File: src/i2csf_pkg.sv
// Purpose: constants and carriers for the i2c status/fifo/threshold block
// Assumes: apb register access, 32-bit data, byte addresses
// Notes:   offsets are byte addresses of aligned words
package i2csf_pkg;

  // ****************************************************************
  // register offsets
  // ****************************************************************
  localparam logic [7:0] OFS_CTRL   = 8'h00;
  localparam logic [7:0] OFS_XSTAT  = 8'h14;
  localparam logic [7:0] OFS_RXDATA = 8'h18;
  localparam logic [7:0] OFS_TXTHR  = 8'h1c;
  localparam logic [7:0] OFS_RXTHR  = 8'h20;
  localparam logic [7:0] OFS_RAW    = 8'h30;
  localparam logic [7:0] OFS_MASK   = 8'h34;

  // ****************************************************************
  // reset values and limits
  // ****************************************************************
  localparam logic [31:0] REG_RST  = 32'h0000_0000;
  localparam logic [9:0]  THR_RST  = 10'h000;
  localparam logic [10:0] LEN_MAX  = 11'h7ff;
  localparam logic [7:0]  GCALL_AD = 8'h00;
  localparam logic [3:0]  BYTE_END = 4'h8;
  localparam logic [3:0]  ACK_END  = 4'h9;

  // ****************************************************************
  // status word encodings
  // ****************************************************************
  localparam logic [1:0] MASTER_WRITE_OP    = 2'h0;
  localparam logic [1:0] MASTER_READ_OP     = 2'h1;
  localparam logic [1:0] WRITE_TO_SLAVE_OP  = 2'h2;
  localparam logic [1:0] READ_FROM_SLAVE_OP = 2'h3;
  localparam logic [1:0] XS_NOP   = 2'h0;
  localparam logic [1:0] XS_BUSY  = 2'h1;
  localparam logic [1:0] XS_OK    = 2'h2;
  localparam logic [1:0] XS_ABORT = 2'h3;
  localparam logic [2:0] CAUSE_BERR_START = 3'h4;
  localparam logic [2:0] CAUSE_BERR_STOP  = 3'h5;
  localparam logic [2:0] OVERFLOW_ABORT   = 3'h6;
  localparam logic [1:0] RT_FRAME = 2'h0;
  localparam logic [1:0] RT_GCALL = 2'h1;
  localparam logic [1:0] HARDWARE_BROADCAST_CALL = 2'h2;

  // ****************************************************************
  // interrupt bit positions
  // ****************************************************************
  localparam int IRQ_TXNE = 0;
  localparam int IRQ_RXNF = 1;
  localparam int IRQ_SLAVE_WRITE_REQUEST_FLAG = 2;
  localparam int IRQ_OVF  = 3;
  localparam int IRQ_W    = 4;

  // transfer status word layout
  typedef struct packed {
    logic [1:0] rsv_hi;
    logic       secondary_address_hit;
    logic [9:0] rsv_mid;
    logic [9:0] length;
    logic [1:0] rtype;
    logic [2:0] cause;
    logic [1:0] status;
    logic [1:0] op;
  } i2csf_xstat_t;

  // control register layout
  typedef struct packed {
    logic [8:0] rsv_hi;
    logic [6:0] secondary_slave_addr;
    logic       rsv_b15;
    logic [6:0] primary_slave_addr;
    logic [5:0] rsv_lo;
    logic       dma_mode;
    logic       peripheral_on;
  } i2csf_ctrl_t;

endpackage : i2csf_pkg

File: src/i2csf_top.sv
// Purpose: i2c slave receive path, status word, rx fifo, thresholds
// Assumes: scl/sda are open drain, sampled by core_clk_i
// Notes:   transmit data engine and master sequencing live elsewhere
// Function
// RULE1 - operation codes 00 01 10 11
// RULE2 - hardware general call reports type 10
// RULE3 - read/write-to-slave length gives payload bytes
// RULE4 - write/read-from-slave length counts transferred bytes
// RULE5 - over 2047 bytes: nack, set overflow
// RULE6 - overflow abort cause is 110
// RULE7 - read-from-slave overflow: continue, length zero
// RULE8 - dual flag shows which address matched
// RULE9 - dual flag cleared on stop/start/error/off; an overflow abort leaves it set until the next start, stop or off
// RULE10 - data read returns oldest byte, lsb first
// RULE11 - stretch scl low while fifo full
// RULE12 - slave write address sets request flag
// RULE13 - software drains fifo on nearly-full flag
// RULE14 - dma single requests follow fifo entries
// RULE15 - tx level at or below limit flags
// RULE16 - rx level at or above limit flags
// RULE17 - data read pops; empty reads zero
// RULE18 - reserved bits read zero, ignore writes
//
// Our own choice: register access over APB.
`timescale 1ns/1ps
`default_nettype none
module i2csf_top
  import i2csf_pkg::*;
#(
  parameter int RX_DEPTH = 16
)(
  // clock, reset, enable
  input  wire logic        core_clk_i,
  input  wire logic        rstn_i,
  input  wire logic        ce_i,
  // apb slave
  input  wire logic        psel_i,
  input  wire logic        penable_i,
  input  wire logic        pwrite_i,
  input  wire logic [7:0]  paddr_i,
  input  wire logic [31:0] pwdata_i,
  output logic      [31:0] prdata_o,
  output logic             pready_o,
  output logic             pslverr_o,
  // i2c pins
  input  wire logic        scl_i,
  output logic             scl_o,
  output logic             scl_oe_o,
  input  wire logic        sda_i,
  output logic             sda_o,
  output logic             sda_oe_o,
  // transmit fifo level from tx path
  input  wire logic [9:0]  tx_level_i,
  // rx dma
  output logic             rx_dma_req_o,
  input  wire logic        rx_dma_ack_i,
  output logic      [7:0]  rx_dma_data_o,
  // interrupt
  output logic             irq_o
);

  localparam int CW = $clog2(RX_DEPTH + 1);
  localparam int PW = (RX_DEPTH > 1) ? $clog2(RX_DEPTH) : 1;

  typedef enum logic [2:0] {
    S_IDLE, S_ADDR, S_AACK, S_RX, S_RHOLD, S_RACK, S_TX, S_WAIT
  } i2csf_state_t;

  // ****************************************************************
  // registers
  // ****************************************************************
  i2csf_ctrl_t   ctrl_r;
  i2csf_xstat_t  xs_r, xs_nxt;
  i2csf_state_t  state_r, state_nxt;
  logic [9:0]    txthr_r, rxthr_r;
  logic [IRQ_W-1:0] raw_r, raw_nxt, mask_r;
  logic [31:0]   rdata_r;
  logic [3:0]    bit_r, bit_nxt;
  logic [7:0]    shift_r, shift_nxt;
  logic [10:0]   len_r, len_nxt;
  logic          gc_r, gc_nxt;
  logic          push, slave_write_request_flag_ev, ovf_ev;
  logic          scl_s1, scl_s2, scl_d;
  logic          sda_s1, sda_s2, sda_d;
  logic [7:0]    mem [RX_DEPTH];
  logic [PW-1:0] wptr_r, rptr_r;
  logic [CW-1:0] cnt_r;

  // ****************************************************************
  // pin synchronisers and bus events
  // ****************************************************************
  // two stages before use; only the second stage and its delayed copy are looked at
  always_ff @(posedge core_clk_i)
  begin
    if (!rstn_i)
    begin
      {scl_s1, scl_s2, scl_d} <= 3'h7;
      {sda_s1, sda_s2, sda_d} <= 3'h7;
    end
    else if (ce_i)
    begin
      {scl_s1, scl_s2, scl_d} <= {scl_i, scl_s1, scl_s2};
      {sda_s1, sda_s2, sda_d} <= {sda_i, sda_s1, sda_s2};
    end
  end

  // edge and condition decode
  wire scl_rise = scl_s2 & ~scl_d;
  wire scl_fall = ~scl_s2 & scl_d;
  wire bus_start = scl_s2 & scl_d & ~sda_s2 & sda_d;
  wire bus_stop  = scl_s2 & scl_d & sda_s2 & ~sda_d;
  wire mid_byte = ((state_r == S_RX) || (state_r == S_TX)) &&
                  (bit_r > 4'h1);  // a stop's own scl rise counts one

  // address decode on a completed first byte
  wire       addr_rw  = shift_r[0];
  wire       hit_pri  = shift_r[7:1] == ctrl_r.primary_slave_addr;
  wire       hit_sec  = shift_r[7:1] == ctrl_r.secondary_slave_addr;
  wire       hit_gc   = shift_r == GCALL_AD;
  wire       addr_hit = hit_pri | hit_sec | hit_gc;

  // ****************************************************************
  // rx fifo
  // ****************************************************************
  wire rx_full  = cnt_r == CW'(RX_DEPTH);
  wire rx_empty = cnt_r == '0;
  wire [7:0] rx_head = mem[rptr_r];

  // apb phase decode
  wire apb_setup = psel_i & ~penable_i;
  wire apb_acc   = psel_i & penable_i & ce_i;
  wire wr_acc    = apb_acc & pwrite_i;
  wire rd_acc    = apb_acc & ~pwrite_i;
  wire hit_ctrl  = paddr_i == OFS_CTRL;
  wire hit_xs    = paddr_i == OFS_XSTAT;
  wire hit_rxd   = paddr_i == OFS_RXDATA;
  wire hit_txt   = paddr_i == OFS_TXTHR;
  wire hit_rxt   = paddr_i == OFS_RXTHR;
  wire hit_raw   = paddr_i == OFS_RAW;
  wire hit_mask  = paddr_i == OFS_MASK;
  wire map_hit   = hit_ctrl | hit_xs | hit_rxd | hit_txt | hit_rxt |
                   hit_raw | hit_mask;

  // pops: a bus read pops only what it captured; dma yields to it
  wire bus_pop = rd_acc & hit_rxd & rdata_r[8];           // RULE17
  wire dma_pop = rx_dma_ack_i & ctrl_r.dma_mode & ~rx_empty & ~bus_pop;
  wire pop     = bus_pop | dma_pop;

  // pointer step with wrap for any depth
  function automatic logic [PW-1:0] ptr_inc(input logic [PW-1:0] p);
    ptr_inc = (p == PW'(RX_DEPTH - 1)) ? '0 : p + 1'b1;
  endfunction : ptr_inc

  // storage has no reset; only pointers and count are control state
  always_ff @(posedge core_clk_i)
  begin
    if (ce_i && push)
      mem[wptr_r] <= shift_r;
  end

  // pointers and level
  always_ff @(posedge core_clk_i)
  begin
    if (!rstn_i)
    begin
      wptr_r <= '0;
      rptr_r <= '0;
      cnt_r  <= '0;
    end
    else if (ce_i)
    begin
      if (push)
        wptr_r <= ptr_inc(wptr_r);
      if (pop)
        rptr_r <= ptr_inc(rptr_r);                        // RULE10
      cnt_r <= cnt_r + CW'(push) - CW'(pop);
    end
  end

  // ****************************************************************
  // slave receive sequencer
  // ****************************************************************
  // one byte per hold; the sequencer never pushes into a full fifo
  always_comb
  begin
    state_nxt = state_r;
    bit_nxt   = bit_r;
    shift_nxt = shift_r;
    len_nxt   = len_r;
    xs_nxt    = xs_r;
    gc_nxt    = gc_r;
    push      = 1'b0;
    slave_write_request_flag_ev   = 1'b0;
    ovf_ev    = 1'b0;
    unique case (state_r)
      S_IDLE: ;
      S_ADDR:
      begin
        if (scl_rise)
        begin
          shift_nxt = {shift_r[6:0], sda_s2};
          bit_nxt   = bit_r + 4'h1;
        end
        if (scl_fall && bit_r == BYTE_END)
        begin
          if (addr_hit)
          begin
            state_nxt = S_AACK;
            len_nxt   = '0;
            gc_nxt    = hit_gc;
            xs_nxt.op = addr_rw ? READ_FROM_SLAVE_OP
                                : WRITE_TO_SLAVE_OP;      // RULE1
            xs_nxt.status = XS_BUSY;
            xs_nxt.cause  = '0;
            xs_nxt.rtype  = hit_gc ? RT_GCALL : RT_FRAME;
            xs_nxt.secondary_address_hit = hit_sec & ~hit_pri; // RULE8
            slave_write_request_flag_ev = ~addr_rw;                           // RULE12
          end
          else
            state_nxt = S_IDLE;
        end
      end
      S_AACK:
      begin
        if (scl_fall)
        begin
          state_nxt = rw_of(xs_r.op) ? S_TX : S_RX;
          bit_nxt   = '0;
        end
      end
      S_RX:
      begin
        // data lands lsb first: first bit on the wire in bit 0
        if (scl_rise)
        begin
          shift_nxt = {sda_s2, shift_r[7:1]};             // RULE10
          bit_nxt   = bit_r + 4'h1;
        end
        if (scl_fall && bit_r == BYTE_END)
          state_nxt = S_RHOLD;
      end
      S_RHOLD:
      begin
        if (len_r == LEN_MAX)
        begin
          // no ack is driven, so the master sees nack
          state_nxt     = S_WAIT;                         // RULE5
          xs_nxt.status = XS_ABORT;
          xs_nxt.cause  = OVERFLOW_ABORT;                 // RULE6
          ovf_ev        = 1'b1;
        end
        else if (!rx_full)
        begin
          push      = 1'b1;
          len_nxt   = len_r + 11'h1;                      // RULE3
          state_nxt = S_RACK;
          if (gc_r && len_r == '0 && shift_r[7])
            xs_nxt.rtype = HARDWARE_BROADCAST_CALL;       // RULE2
        end
      end
      S_RACK:
      begin
        if (scl_fall)
        begin
          state_nxt = S_RX;
          bit_nxt   = '0;
        end
      end
      S_TX:
      begin
        // ninth rise samples the master's ack into bit 0
        if (scl_rise)
        begin
          shift_nxt = {shift_r[7:1], sda_s2};
          bit_nxt   = bit_r + 4'h1;
        end
        if (scl_fall && bit_r == ACK_END)
        begin
          bit_nxt = '0;
          len_nxt = (len_r == LEN_MAX) ? '0
                                       : len_r + 11'h1;   // RULE4 RULE7
          if (shift_r[0])
          begin
            state_nxt     = S_WAIT;
            xs_nxt.status = XS_OK;
          end
        end
      end
      S_WAIT: ;
    endcase
    // bus conditions override the sequence
    if (bus_start)
    begin
      if (mid_byte)
      begin
        xs_nxt.status = XS_ABORT;
        xs_nxt.cause  = CAUSE_BERR_START;
      end
      xs_nxt.secondary_address_hit = 1'b0;                // RULE9
      state_nxt = S_ADDR;
      bit_nxt   = '0;
    end
    else if (bus_stop)
    begin
      if (mid_byte)
      begin
        xs_nxt.status = XS_ABORT;
        xs_nxt.cause  = CAUSE_BERR_STOP;
      end
      else if (xs_r.status == XS_BUSY)
        xs_nxt.status = XS_OK;
      xs_nxt.secondary_address_hit = 1'b0;                // RULE9
      state_nxt = S_IDLE;
    end
    if (!ctrl_r.peripheral_on)
    begin
      xs_nxt.secondary_address_hit = 1'b0;                // RULE9
      state_nxt = S_IDLE;
    end
    xs_nxt.length  = len_nxt[9:0];
    xs_nxt.rsv_hi  = '0;                                  // RULE18
    xs_nxt.rsv_mid = '0;
  end

  // direction bit of the current slave operation
  function automatic logic rw_of(input logic [1:0] op);
    rw_of = op == READ_FROM_SLAVE_OP;
  endfunction : rw_of

  // sequencer state
  always_ff @(posedge core_clk_i)
  begin
    if (!rstn_i)
    begin
      state_r <= S_IDLE;
      bit_r   <= '0;
      shift_r <= '0;
      len_r   <= '0;
      gc_r    <= 1'b0;
      xs_r    <= REG_RST;
    end
    else if (ce_i)
    begin
      state_r <= state_nxt;
      bit_r   <= bit_nxt;
      shift_r <= shift_nxt;
      len_r   <= len_nxt;
      gc_r    <= gc_nxt;
      xs_r    <= xs_nxt;
    end
  end

  // ****************************************************************
  // pin drive
  // ****************************************************************
  // open drain: only ever pull low; stretch only while scl is low
  assign scl_o    = 1'b0;
  assign scl_oe_o = (state_r == S_RHOLD) & rx_full & ~scl_s2; // RULE11
  assign sda_o    = 1'b0;
  assign sda_oe_o = (state_r == S_AACK) | (state_r == S_RACK);

  // ****************************************************************
  // thresholds, interrupts, dma
  // ****************************************************************
  wire txne_lvl = tx_level_i <= txthr_r;                  // RULE15
  wire rxnf_lvl = 10'(cnt_r) >= rxthr_r;                  // RULE16
  wire [IRQ_W-1:0] irq_ev  = {ovf_ev, slave_write_request_flag_ev, rxnf_lvl, txne_lvl};
  wire [IRQ_W-1:0] raw_clr = (rd_acc & hit_raw) ? rdata_r[IRQ_W-1:0]
                                                : '0;

  // set wins over the read clear
  always_comb
  begin
    raw_nxt = (raw_r & ~raw_clr) | irq_ev;
  end

  assign irq_o         = |(raw_r & mask_r);
  assign rx_dma_req_o  = ctrl_r.dma_mode & ~rx_empty;     // RULE14
  assign rx_dma_data_o = rx_head;

  // ****************************************************************
  // apb register file
  // ****************************************************************
  // read mux; reserved bits are zero by construction
  wire [31:0] rd_mux =
    hit_ctrl ? 32'(ctrl_r)                                :
    hit_xs   ? 32'(xs_r)                                  :
    hit_rxd  ? (rx_empty ? 32'h0 : {23'h0, 1'b1, rx_head}) :
    hit_txt  ? {22'h0, txthr_r}                           :
    hit_rxt  ? {22'h0, rxthr_r}                           :
    hit_raw  ? {28'h0, raw_r}                             :
    hit_mask ? {28'h0, mask_r}                            : 32'h0;

  // capture in setup so read side effects match what is returned
  always_ff @(posedge core_clk_i)
  begin
    if (!rstn_i)
      rdata_r <= '0;
    else if (ce_i && apb_setup)
      rdata_r <= rd_mux;
  end

  // writable registers and sticky status
  always_ff @(posedge core_clk_i)
  begin
    if (!rstn_i)
    begin
      ctrl_r  <= REG_RST;
      txthr_r <= THR_RST;
      rxthr_r <= THR_RST;
      mask_r  <= '0;
      raw_r   <= '0;
    end
    else if (ce_i)
    begin
      raw_r <= raw_nxt;
      if (wr_acc && hit_ctrl)
        ctrl_r <= pwdata_i & 32'h007f_7f03;               // RULE18
      if (wr_acc && hit_txt)
        txthr_r <= pwdata_i[9:0];
      if (wr_acc && hit_rxt)
        rxthr_r <= pwdata_i[9:0];
      if (wr_acc && hit_mask)
        mask_r <= pwdata_i[IRQ_W-1:0];
    end
  end

  // data byte only; the captured valid bit stays internal
  assign prdata_o  = hit_rxd ? {24'h0, rdata_r[7:0]} : rdata_r; // RULE17
  assign pready_o  = ce_i;
  assign pslverr_o = psel_i & penable_i & ~map_hit;

endmodule : i2csf_top
`default_nettype wire
File: config.mk
export PLATFORM = sky130hd
export DESIGN_NAME = i2csf_top
export DESIGN_NICKNAME = d
export VERILOG_FILES = /design/src/i2csf_pkg.sv /design/src/i2csf_top.sv
export SDC_FILE = /design/constraint.sdc
export NUM_CORES = 1
export LEC_CHECK = 0
export ABC_CLOCK_PERIOD_IN_PS = 3340
export BUFFER_PORTS_ARGS = -buffer_cell sky130_fd_sc_hd__buf_2
export CORE_MARGIN = 2
export CORE_UTILIZATION = 54
export DETAILED_ROUTE_END_ITERATION = 12
export PLACE_DENSITY = 0.76
export SLEW_MARGIN = 30
export SYNTH_ARGS = -nofsm -noshare
export SYNTH_HDL_FRONTEND = slang
export SYNTH_SLANG_ARGS = --single-unit
File: constraint.sdc
create_clock -name core_clk_i -period 3.34 [get_ports core_clk_i]
set_clock_uncertainty 0.05 [all_clocks]
set_input_delay 0.501 -clock core_clk_i [delete_from_list [all_inputs] [get_ports core_clk_i]]
set_output_delay 0.501 -clock core_clk_i [all_outputs]
set_load 0.02 [all_outputs]
==> impl_results.md <==
* Inserted Clock Buffers at 26
* Via count at 9,026
* Worst Reg-to-Reg Cells at 16
* Cell type with the largest total area after synthesis: sky130_fd_sc_hd__edfxtp_1
* Die Span Y at 154 µm
* Avg Cell Area, Syn at 11.0 µm²
* Total routing usage reported by global routing at 0.255
* Required time at the endpoint of the critical path at 3700 ps
* Count of max-cap constraint violations at 0
* Count of boundary I/O pins at 107
* Synth top area share at 0.317
* Total detailed-routing wirelength at 30,500 µm
* Flip-flop and latch count after synthesis at 256
* Total power density per cell area at 465 mW/mm²
* Number of global-route vias before repair at 8,482
* Hold-fix buffers, CTS at 0
* Highest metal layer with signal wires: met4
* Count of input and output buffers at 86
* Share of post-route cells with drive strength above 1 at 0.216
* Post-synthesis instance area at 0.0121 mm²
* Routed length on met1 at 13,500 µm
* Worst rel slew slack at 0.372
* Met2 wirelength from detailed routing at 13,600 µm
* Remaining design rule violation count at 0
* Number of distinct library cell variants in the gate-level netlist after synthesis at 82
* Clock-pin slew reported for the worst setup and hold paths after clock tree synthesis at 60 ps
* Clock Tree Root: sky130_fd_sc_hd__clkbuf_16
* Final setup violating endpoints at 0
* Number of filler instances in the final layout at 1,669
* Worst Hold End: sda_s1
* Placeable Area at 0.0220 mm²
* Slew at the pin closest to its max-slew limit at 940 ps
* Final global-route overflow total at 0
* Initial Util at 0.552
* Last weighted congestion value of the routability-driven placer at 0.965
* Die ar. at 0.0237 mm²
* Die Wd at 154 µm
* Worst Hold Launch: sda_i
* Average routed wire per standard cell at 20.3 µm
* Class of the worst hold path: in2reg
* Pin count of the biggest net entering global routing at 56
* Arrival time of the worst setup path at 3450 ps
* Final HPWL from detailed placement at 21,000 µm
* Worst reg-to-reg setup slack at 250 ps
* Element type at the critical path end: register
* Final net count at 1,292
* Final Cell Area at 0.0139 mm²
* Beginning of the worst register-to-register path: cnt_r[2]
* Cells on Worst Hold Path at 3
* Post-route fraction of the period consumed by the critical path at 0.925
* Total design power at 6.47 mW
* Area growth syn-to-layout at 14.6%
* Fin crit period at 3090 ps
* Yosys synthesis warning count at 0
* Kind of launch point of the worst setup path: register
* Clock Path Buffers at 3
* Row Count at 54
* Run status: finished, final reports clean
* Proportion of synthesized flip-flops having asynchronous set or reset at 0
* H-tree level count at 1
* DR vias/cell at 6.02
* Critical path peak fanout at 2
* Area after DPL at 0.0130 mm²
* Length of routed met3 wiring at 2430 µm
* Share of synthesized area occupied by flip-flops and latches at 0.528
* Top post-synthesis cells by area: sky130_fd_sc_hd__edfxtp_1, sky130_fd_sc_hd__dfxtp_1, sky130_fd_sc_hd__mux4_2, sky130_fd_sc_hd__nand2_1, sky130_fd_sc_hd__ha_1
* Reg-to-reg critical path endpoint: cnt_r[4]
* Worst setup path category: reg2reg
* Fmax at 0.324 GHz
* Starting DRT DRC Count at 1,089
* Leakage at 5.32 nW
* Remaining antenna violation count at 0
* Synth Instances at 1,098
* Antenna violations before repair at 0
* Antenna diode instance count at 0
* Wire length of the first global-routing pass at 47,500 µm
* Prevailing post-synth register cell: sky130_fd_sc_hd__edfxtp_1
* Later-pin clock latency in the skew report at 540 ps
* Num Clock Sinks at 256
* Max Slew Vio Count at 0
* Final hold viol count at 0
* Number of enable flip-flop cells after synthesis at 128
* Detailed-router iteration count before antenna repair at 5
* Clock tree from TritonCTS: done
* VDD IR max at 0.000362 V
==> worst max-delay path, stage by stage, from the launching register on <==
cell and delay, ps:
sky130_fd_sc_hd__dfxtp_1 310, sky130_fd_sc_hd__inv_1 80, sky130_fd_sc_hd__ha_1 190, sky130_fd_sc_hd__nor4b_4 260
sky130_fd_sc_hd__nand3b_1 190, sky130_fd_sc_hd__o41ai_4 110, sky130_fd_sc_hd__ha_1 290, sky130_fd_sc_hd__inv_1 60
sky130_fd_sc_hd__ha_1 170, sky130_fd_sc_hd__inv_1 60, sky130_fd_sc_hd__fa_1 370, sky130_fd_sc_hd__nand2b_1 150
sky130_fd_sc_hd__a21oi_1 180, sky130_fd_sc_hd__nor3_1 70, sky130_fd_sc_hd__o21ai_0 200, sky130_fd_sc_hd__xor2_1 170
sky130_fd_sc_hd__nor2_1 50
==> metrics by stage <==
stage	instances	util	worst slack (ps)	hold WS (ps)	setup TNS, ps
after CTS	1500	0.632	25.7	124	0
after floorplan	1107	-	7.01	377	0
after detailed placement	1452	0.594	-136	396	-136
after global placement	1452	0.594	-64.9	385	-64.9
after global routing	1500	0.633	-7.04	129	-7.04
final	1500	0.633	250	130	0
==> synth_stat cells, types with 7 or more instances <==
library cell	instances
sky130_fd_sc_hd__dfxtp_1	128
sky130_fd_sc_hd__edfxtp_1	128
sky130_fd_sc_hd__nand2_1	121
sky130_fd_sc_hd__nor2_1	96
sky130_fd_sc_hd__a21oi_1	73
sky130_fd_sc_hd__clkbuf_1	45
sky130_fd_sc_hd__mux4_2	40
sky130_fd_sc_hd__inv_1	38
sky130_fd_sc_hd__nor3_1	37
sky130_fd_sc_hd__ha_1	32
sky130_fd_sc_hd__mux2i_1	29
sky130_fd_sc_hd__o21ai_0	29
sky130_fd_sc_hd__nand3_1	23
sky130_fd_sc_hd__buf_4	20
sky130_fd_sc_hd__a211oi_1	16
sky130_fd_sc_hd__and2_1	16
sky130_fd_sc_hd__xnor2_1	14
sky130_fd_sc_hd__nand2b_1	12
sky130_fd_sc_hd__nand4_1	11
sky130_fd_sc_hd__nor2b_1	11
sky130_fd_sc_hd__a21o_1	10
sky130_fd_sc_hd__a221oi_1	10
sky130_fd_sc_hd__a31oi_1	10
sky130_fd_sc_hd__xor2_1	10
sky130_fd_sc_hd__a22oi_1	9
sky130_fd_sc_hd__buf_2	9
sky130_fd_sc_hd__buf_1	7
sky130_fd_sc_hd__o221a_2	7
==> routing by layer <==
layer | GRT usage | up-vias
met5 | 0 | -
met4 | 0.0832 | 0
met3 | 0.0392 | 57
met2 | 0.386 | 385
met1 | 0.380 | 4351
li1 | - | 4233
==> worst max path at each step <==
stage / startpoint / to / slack (ps)
after floorplan: paddr_i[5] / cnt_r[4] / 7
after global placement: paddr_i[1] / cnt_r[4] / -60
after detailed placement: paddr_i[1] / cnt_r[4] / -140
after CTS: cnt_r[2] / cnt_r[4] / 30
after global routing: cnt_r[2] / cnt_r[4] / -7
final: cnt_r[2] / cnt_r[4] / 250
==> cell families (layout without fill, tap and decap cells) <==
logic type               after synthesis  after routing  share of synthesized area
AO/OA/AOI/OAI                        209            209                      0.116
XOR/XNOR                              24             24                     0.0173
adder cells (fa/ha/maj)               33             33                     0.0347
buffers and inverters                120            233                     0.0443
flip-flops                           256            256                      0.528
multiplexers                          75             75                      0.104
other                                  1             10                   0.000309
AND/OR/NAND/NOR                      380            380                      0.155
==> sequential cells by signal (all words and copies together) (netlist names), 5 cells and up, named ones only <==
register  cells
ctrl_r       16
mem         128
rxthr_r      10
xs_r         10
len_r        11
rdata_r      24
shift_r       8
cnt_r         5
txthr_r      10
==> power by group <==
| group | switching [mW] | leakage [nW] | internal [mW] |
|---|---|---|---|
| registers | 0.0213 | 2.52 | 3.29 |
| logic | 0.185 | 2.37 | 0.129 |
| clock network | 1.21 | 0.421 | 1.63 |
==> cell usage in the layout, fill, tap and decap left out, types with 7 or more instances in the layout <==
master	n
sky130_fd_sc_hd__o21ai_0	29
sky130_fd_sc_hd__nand3_1	23
sky130_fd_sc_hd__nand4_1	11
sky130_fd_sc_hd__nor3_1	36
sky130_fd_sc_hd__a31oi_1	10
sky130_fd_sc_hd__clkinv_2	8
sky130_fd_sc_hd__nand2_1	121
sky130_fd_sc_hd__mux2i_1	29
sky130_fd_sc_hd__a21oi_1	73
sky130_fd_sc_hd__dfxtp_1	127
sky130_fd_sc_hd__buf_4	58
sky130_fd_sc_hd__a211oi_1	16
sky130_fd_sc_hd__inv_1	38
sky130_fd_sc_hd__o221a_2	7
sky130_fd_sc_hd__xor2_1	10
sky130_fd_sc_hd__a22oi_1	9
sky130_fd_sc_hd__buf_2	86
sky130_fd_sc_hd__nor2_1	96
sky130_fd_sc_hd__ha_1	32
sky130_fd_sc_hd__a221oi_1	10
sky130_fd_sc_hd__mux4_2	40
sky130_fd_sc_hd__xnor2_1	14
sky130_fd_sc_hd__conb_1	10
sky130_fd_sc_hd__nand2b_1	12
sky130_fd_sc_hd__nor2b_1	11
sky130_fd_sc_hd__and2_1	16
sky130_fd_sc_hd__clkbuf_1	7
sky130_fd_sc_hd__a21o_1	10
sky130_fd_sc_hd__clkbuf_16	26
sky130_fd_sc_hd__edfxtp_1	128
==> layout make-up <==
cell class / instances / area (µm²) / share of cell area
clock buffer: 38 / 746 / 0.0537
clock inverter: 10 / 100 / 0.00720
inverter: 39 / 146 / 0.0105
multi-input combinational: 731 / 5240 / 0.377
sequential: 256 / 6410 / 0.461
tap: 280 / 350 / 0.0252
timing repair buffer: 146 / 906 / 0.0652
==> timing repair <==
| item | 4_1_cts | 5_1_grt |
|---|---|---|
| buffers inserted | 0 | 0 |
| endpoints found under the setup margin | 0 | 1 |
| gates resized for setup | 0 | 2 |
(Power assumes the default switching activity.)
